<file path="config.mk">
export PLATFORM = sky130hd
export DESIGN_NAME = emulator_event_trigger_control
export DESIGN_NICKNAME = d
export VERILOG_FILES = /design/src/design/emulator_event_trigger_control.v
export VERILOG_INCLUDE_DIRS = /design/src /design/src/include
export SDC_FILE = /design/constraint.sdc
export NUM_CORES = 1
export LEC_CHECK = 0
export BUFFER_PORTS_ARGS = -buffer_cell sky130_fd_sc_hd__buf_2
export CORE_MARGIN = 4
export CORE_UTILIZATION = 37
export DETAILED_ROUTE_END_ITERATION = 8
export GPL_ROUTABILITY_DRIVEN = 1
export GPL_TIMING_DRIVEN = 0
export PLACE_DENSITY = 0.67
export SLEW_MARGIN = 20
export SYNTH_ARGS = -nofsm -noshare
export SYNTH_HDL_FRONTEND = slang
export SYNTH_SLANG_ARGS = --single-unit
export TNS_END_PERCENT = 5
</file>
<file path="constraint.sdc">
create_clock -name pclk -period 2.3 [get_ports pclk]
set_input_delay 0.345 -clock pclk [delete_from_list [all_inputs] [get_ports pclk]]
set_output_delay 0.345 -clock pclk [all_outputs]
set_load 0.01 [all_outputs]
</file>
<file path="src/include/event_trigger_consts.vh">
`ifndef EVENT_TRIGGER_CONSTS_VH
`define EVENT_TRIGGER_CONSTS_VH
`define ADDR_W 16
`define REG_CTRL 12'h000
`define REG_OPTS 12'h004
`define REG_OPEN 12'h008
`define REG_CLOSE 12'h00C
`define REG_HIT 12'h010
`define REG_STATUS 12'h014
`define REG_IRQ_EN 12'h018
`define REG_IRQ_CLR 12'h01C
`define REG_TRACE 12'h020
`define CTRL_MODE_HIT 0
`define CTRL_FILTER 1
`define CTRL_BRK_OVF 2
`define CTRL_BRK_TRIG 3
`define CTRL_RESUME 4
`define OPT_HALT_RESET 0
`define OPT_WDG_HW 1
`define OPT_VDD_5V 2
`define OPT_LVD_EN 3
`define OPT_CLK_FILT 4
`define OPT_IRQ_MAP 5
`define OPT_CLK_SEL_LO 6
`define OPT_CLK_SEL_HI 7
`define OPT_GROUP_ONE 8
`define CLK_ONBOARD 2'h0
`define CLK_EXTERNAL 2'h1
`define CLK_ONCHIP 2'h2
`define ST_TRIG 0
`define ST_OVF_BRK 1
`define ST_TRIG_BRK 2
`define ST_HALT_RST 3
`define NUM_EVT 4
`define CTRL_RESET 5'h00
`define OPTS_RESET 9'h000
`define LVD_THRESH_MV 16'h10CC
`endif

</file>
<file path="src/design/emulator_event_trigger_control.v">
// What this block does
// - An open-marker address match makes the hardware event active.
// - A close-marker address match makes the active event inactive.
// - Single-hit event is asserted only in cycles accessing its address.
// - With filtering on, trace recording follows the trigger events; else ungated.
// - Break on trace overflow stops the program when the buffer is full.
// - Break on trigger input stops on rising edge after current instruction.
// - Trigger output follows selected mode: open/close pair or single hit.
// - Halt-reset option: halt with watchdog enabled resets the chip.
// - No-reset option: halt with watchdog enabled causes no reset.
// - First mapping: level zero from port A, level one from B and C.
// - Watchdog start is by software (held until reset) or by the hardware option bit while it is set.
// - Low-voltage detect honoured only at 5 V, threshold 4.3 V.
// - Clock filter option enables the filter, otherwise bypassed.
// - Clock source on-board or external; on-chip only for first group.
`include "event_trigger_consts.vh"
module emulator_event_trigger_control (
  input wire pclk,
  input wire presetn,
  input wire clk_en,
  input wire psel,
  input wire penable,
  input wire pwrite,
  input wire [11:0] paddr,
  input wire [31:0] pwdata,
  output reg [31:0] prdata,
  output reg pready,
  output reg pslverr,
  input wire access_valid,
  input wire [15:0] access_addr,
  input wire insn_done,
  input wire trace_full,
  input wire trigger_input,
  input wire halt_exec,
  input wire wdg_sw_start,
  input wire [7:0] port_a_irq,
  input wire [7:0] port_b_irq,
  input wire [5:0] port_c_irq,
  input wire lvd_request,
  output reg trigger_output,
  output reg trace_record,
  output reg program_stop,
  output reg chip_reset,
  output reg ext_irq_level_zero,
  output reg ext_irq_level_one,
  output reg watchdog_enable,
  output reg low_voltage_detect,
  output reg [15:0] lvd_threshold_mv,
  output reg clock_filter_en,
  output reg [1:0] clock_source,
  output reg irq
);
  ////////////////////////////////////////////////////////////////
  reg [4:0] ctrl;
  reg [8:0] opts;
  reg [15:0] event_open_marker;
  reg [15:0] event_close_marker;
  reg [15:0] event_single_hit;
  reg [3:0] status;
  reg [3:0] irq_en;
  reg event_active;
  reg trig_in_q;
  reg stop_pending;
  reg wdg_hw_started;
  wire wr;
  wire rd;
  wire open_hit;
  wire close_hit;
  wire single_hit;
  wire event_now;
  wire trig_rise;
  wire ovf_brk;
  wire halt_rst;
  wire [3:0] evt;
  wire [3:0] clr;
  wire [1:0] clk_req;
  reg [31:0] next_rdata;
  reg next_err;

  assign wr = psel & penable & pwrite & ~pready;
  assign rd = psel & penable & ~pwrite & ~pready;
  assign open_hit = access_valid & (access_addr == event_open_marker);
  assign close_hit = access_valid & (access_addr == event_close_marker);
  assign single_hit = access_valid & (access_addr == event_single_hit);
  // Pair event is visible in the open cycle and drops in the close cycle.
  assign event_now = ctrl[`CTRL_MODE_HIT] ? single_hit :
                     ((event_active | open_hit) & ~close_hit);
  assign trig_rise = trigger_input & ~trig_in_q;
  assign ovf_brk = ctrl[`CTRL_BRK_OVF] & trace_full;
  assign halt_rst = halt_exec & watchdog_enable & opts[`OPT_HALT_RESET];
  assign evt = {halt_rst, trig_rise & ctrl[`CTRL_BRK_TRIG], ovf_brk, event_now};
  assign clr = (wr && paddr == `REG_IRQ_CLR) ? pwdata[3:0] : 4'h0;
  assign clk_req = opts[`OPT_CLK_SEL_HI:`OPT_CLK_SEL_LO];

  ////////////////////////////////////////////////////////////////
  always @* begin
    next_rdata = 32'h0000_0000;
    next_err = 1'b0;
    case (paddr)
      `REG_CTRL: next_rdata = {27'h0, ctrl};
      `REG_OPTS: next_rdata = {23'h0, opts};
      `REG_OPEN: next_rdata = {16'h0, event_open_marker};
      `REG_CLOSE: next_rdata = {16'h0, event_close_marker};
      `REG_HIT: next_rdata = {16'h0, event_single_hit};
      `REG_STATUS: next_rdata = {28'h0, status};
      `REG_IRQ_EN: next_rdata = {28'h0, irq_en};
      `REG_IRQ_CLR: next_rdata = 32'h0000_0000;
      `REG_TRACE: next_rdata = {29'h0, program_stop, event_active, trace_record};
      default: next_err = 1'b1;
    endcase
  end

  ////////////////////////////////////////////////////////////////
  always @(posedge pclk or negedge presetn) begin
    if (!presetn) begin
      ctrl <= `CTRL_RESET;
      opts <= `OPTS_RESET;
      event_open_marker <= 16'h0000;
      event_close_marker <= 16'h0000;
      event_single_hit <= 16'h0000;
      status <= 4'h0;
      irq_en <= 4'h0;
      event_active <= 1'b0;
      trig_in_q <= 1'b0;
      stop_pending <= 1'b0;
      wdg_hw_started <= 1'b0;
      prdata <= 32'h0000_0000;
      pready <= 1'b0;
      pslverr <= 1'b0;
      trigger_output <= 1'b0;
      trace_record <= 1'b0;
      program_stop <= 1'b0;
      chip_reset <= 1'b0;
      ext_irq_level_zero <= 1'b0;
      ext_irq_level_one <= 1'b0;
      watchdog_enable <= 1'b0;
      low_voltage_detect <= 1'b0;
      lvd_threshold_mv <= 16'h0000;
      clock_filter_en <= 1'b0;
      clock_source <= `CLK_ONBOARD;
      irq <= 1'b0;
    end else if (clk_en) begin
      pready <= psel & penable & ~pready;
      pslverr <= 1'b0;
      if (rd) begin
        prdata <= next_rdata;
        pslverr <= next_err;
      end
      if (wr) begin
        pslverr <= next_err;
        case (paddr)
          `REG_CTRL: ctrl <= pwdata[4:0];
          `REG_OPTS: opts <= pwdata[8:0];
          `REG_OPEN: event_open_marker <= pwdata[15:0];
          `REG_CLOSE: event_close_marker <= pwdata[15:0];
          `REG_HIT: event_single_hit <= pwdata[15:0];
          `REG_IRQ_EN: irq_en <= pwdata[3:0];
          default: ctrl <= ctrl;
        endcase
      end
      // Resume is a self-clearing command bit.
      if (ctrl[`CTRL_RESUME])
        ctrl[`CTRL_RESUME] <= 1'b0;
      // Event sets win over a clear in the same cycle.
      status <= (status & ~clr) | evt;
      irq <= |(((status & ~clr) | evt) & irq_en);
      if (open_hit & ~close_hit)
        event_active <= 1'b1;
      else if (close_hit)
        event_active <= 1'b0;
      trig_in_q <= trigger_input;
      trigger_output <= event_now;
      trace_record <= ctrl[`CTRL_FILTER] ? event_now : 1'b1;
      if (trig_rise & ctrl[`CTRL_BRK_TRIG])
        stop_pending <= 1'b1;
      if (ovf_brk | (insn_done & (stop_pending | (trig_rise & ctrl[`CTRL_BRK_TRIG])))) begin
        program_stop <= 1'b1;
        stop_pending <= 1'b0;
      end else if (ctrl[`CTRL_RESUME]) begin
        program_stop <= 1'b0;
      end
      chip_reset <= halt_rst | (lvd_request & low_voltage_detect);
      if (opts[`OPT_IRQ_MAP]) begin
        ext_irq_level_zero <= (|port_a_irq) | (|port_c_irq);
        ext_irq_level_one <= |port_b_irq;
      end else begin
        ext_irq_level_zero <= |port_a_irq;
        ext_irq_level_one <= (|port_b_irq) | (|port_c_irq);
      end
      if (wdg_sw_start)
        wdg_hw_started <= 1'b1;
      watchdog_enable <= opts[`OPT_WDG_HW] | wdg_hw_started;
      low_voltage_detect <= opts[`OPT_LVD_EN] & opts[`OPT_VDD_5V];
      lvd_threshold_mv <= `LVD_THRESH_MV;
      clock_filter_en <= opts[`OPT_CLK_FILT];
      if (clk_req == `CLK_ONCHIP && !opts[`OPT_GROUP_ONE])
        clock_source <= `CLK_ONBOARD;
      else if (clk_req == `CLK_ONCHIP || clk_req == `CLK_EXTERNAL)
        clock_source <= clk_req;
      else
        clock_source <= `CLK_ONBOARD;
    end
  end
endmodule

</file>
==> metrics.txt <==
maximum vdd drop=0.348 mV; P&R area growth vs syn=23.6%; clk_lat worst skew=0.35 ns; commonest non-fill, non-tap cell in the layout=buf_2; Post-Synthesis Cells=496; largest net degree at the start of global routing=83; final setup violation count=0; Final Cycle Share=0.971; GRT Residual Overflow=0; reg2reg setup slack=0.07 ns; Post-synth ARST share=1.00; Max-slew headroom=0.530; first-pass GRT wire length=24700 um; Overall Power=between 4000 and 5000 uW; most frequent cells in the layout=buf_2 (117), dfrtp_1 (105), mux2_2 (64); DRC Markers=0; min-delay src=wdg_sw_start; gr usage total=0.191; Min-Delay Path Class=input pin to flop; max-cap viol count=0; Cell Area, Placed=0.00642 mm^2; placer congestion estimate=between 0.9 and 1; Slew Viols, Final=0; number of buffers created by CTS=9; routed wire length=16200 um; DR WL/cell=19.3 um; drt pass-1 iters=5; EDFF count, synth=0; H-tree Lvls=3; post-route cell area=0.00679 mm^2; crit path kind=flop to flop; Post-Syn Area=0.00550 mm^2; Worst setup EP type=flop; depth of the worst hold-timing path=2; status=completed; initial antenna violation count=0; Synth Register Bits=105; Leak Pwr=0.00321 uW; # clock sinks=around 110; TNS Setup=0 ns; Cell variety after synth=53; setup slack after layout=~0.067 ns; worst reg2reg path endpoint=trace_record; reg2reg path depth=6; f_max=448 MHz; Hold Crit Endpoint=wdg_hw_started; initial DRC count=276; placed wire-length estimate=12400 um; PortBufs=113; Final Hold Fails=0; clock slew at the register clock pins of the worst setup and hold paths=0.07 ns; final hold slack=slightly above 0.2 ns; vias in the first global route=4476; Reg area=0.00263 mm^2; Final min period=between 2 and 2.5 ns; Routed Antenna Nets=0; Arrival @ worst endpoint=between 2 and 3 ns; # fillers=between 1000 and 1500; Initial Utilization=0.378; Rows=44; area taken by multi-input logic gates=0.00266 mm^2; clock tree buffer depth=2; CTS tree=done; Power per Cell Area=602 mW/mm^2; syn avg cell area=11.1 um^2; via count=~4500; CP max FO=3; share of cells above drive strength 1=0.388; WP data required=approximately 2.6 ns; Reg2Reg Launch Point=event_single_hit[11]; dpl ws=-0.403 ns; commonest register cell after synthesis=dfrtp_1; Yosys warning count=0; chip width=130 um; n_diodes=0; root buf cell=clkbuf_16; # IOs=between 150 and 200; die area=0.0169 mm^2; nets@finish=744; core area=between 0.01 and 0.015 mm^2; Critical Path Start Type=flop; RSZ-0062 raised after global routing=true; die height=around 130 um; clock skew=0.00724 ns; register area share after synthesis=0.478; Slew @ Worst Pin=0.702 ns; Avg Vias per Cell=5.40
[through the flow]
step	instances	utilization
final	838	0.467
after global routing	838	0.467
after CTS	838	0.465
after detailed placement	820	0.442
after global placement	819	0.440
after floorplan	522	-
[power breakdown]
part           switching [uW]  internal [uW]  total, uW
registers                45.3           1920       1970
clock network             717            890       1610
logic                     302            215        517
total                    1060           3030       4090
[timing repair]
item	CTS	global route
resized for setup	2	6
hold buffers	1	0
setup endpoints to repair	30	32
pin swaps	2	3
setup buffers	1	0
endpoints found under the hold margin	23	0
[how the worst max path moves through the flow]
| stage | startpoint | endpoint | slack [ns] | cells after the start |
|---|---|---|---|---|
| 2_1_floorplan | event_single_hit[11] | trace_record | 0.31 | 6 |
| 3_3_place_gp | paddr[1] | prdata[3] | -0.35 | 7 |
| 3_5_place_dp | paddr[1] | event_single_hit[10] | -0.40 | 6 |
| 4_1_cts | pready | event_single_hit[14] | 0.04 | 5 |
| 5_1_grt | event_single_hit[11] | trigger_output | -0.03 | 6 |
| 6_report | event_single_hit[11] | trace_record | 0.07 | 6 |
[metal layers]
| layer | vias to the layer above | track usage | part of all wire |
|---|---|---|---|
| met1 | 2255 | 0.256 | 0.44 |
| met5 | - | 0 | 0 |
| met2 | 175 | 0.315 | 0.48 |
| met4 | 0 | 0.0532 | 0.016 |
| met3 | 25 | 0.0397 | 0.072 |
| li1 | 2069 | - | - |
[synthesized netlist by cell type, types with 11 or more instances]
library cell	instances	area [um^2]
dfrtp_1	105	2630
o21ai_0	11	55.1
nand2_1	23	86.3
buf_4	32	240
xnor2_1	25	219
nor4_1	13	81.3
a31oi_1	13	81.3
xor2_1	23	201
nor2_1	34	128
mux2_2	64	721
a22oi_1	17	128
a21oi_1	21	105
[area by class of cell]
class,count,share of cell area
Multi-Input combinational cell,361,0.391
Sequential cell,105,0.387
Timing Repair Buffer,116,0.0908
Buffer,46,0.0457
Clock buffer,10,0.0352
Tap cell,184,0.0339
Clock inverter,6,0.0112
Inverter,10,0.00553
[state kept, by name, summed over array words and instances (netlist names), 2 cells and up]
register / flops
prdata: 16
clock_source: 2
ctrl: 5
status: 4
irq_en: 4
event_single_hit: 16
event_close_marker: 16
event_open_marker: 16
opts: 9
[cells by family after synthesis]
kind of cell	share of synthesized area
and+or+nand+nor	0.136
xor gates and xnor gates	0.0765
DFF	0.478
AOI/OAI and AO/OA	0.114
muxes	0.133
other	0.000682
buffers and inverters	0.0614
[critical path, cell delays in order, from the launching register on]
cell     delay, ns
dfrtp_1       0.40
xor2_1        0.21
or4_1         0.54
or4b_1        0.55
nor3_2        0.15
a31oi_1       0.10
a31oi_1       0.20
(Power assumes the default switching activity.)
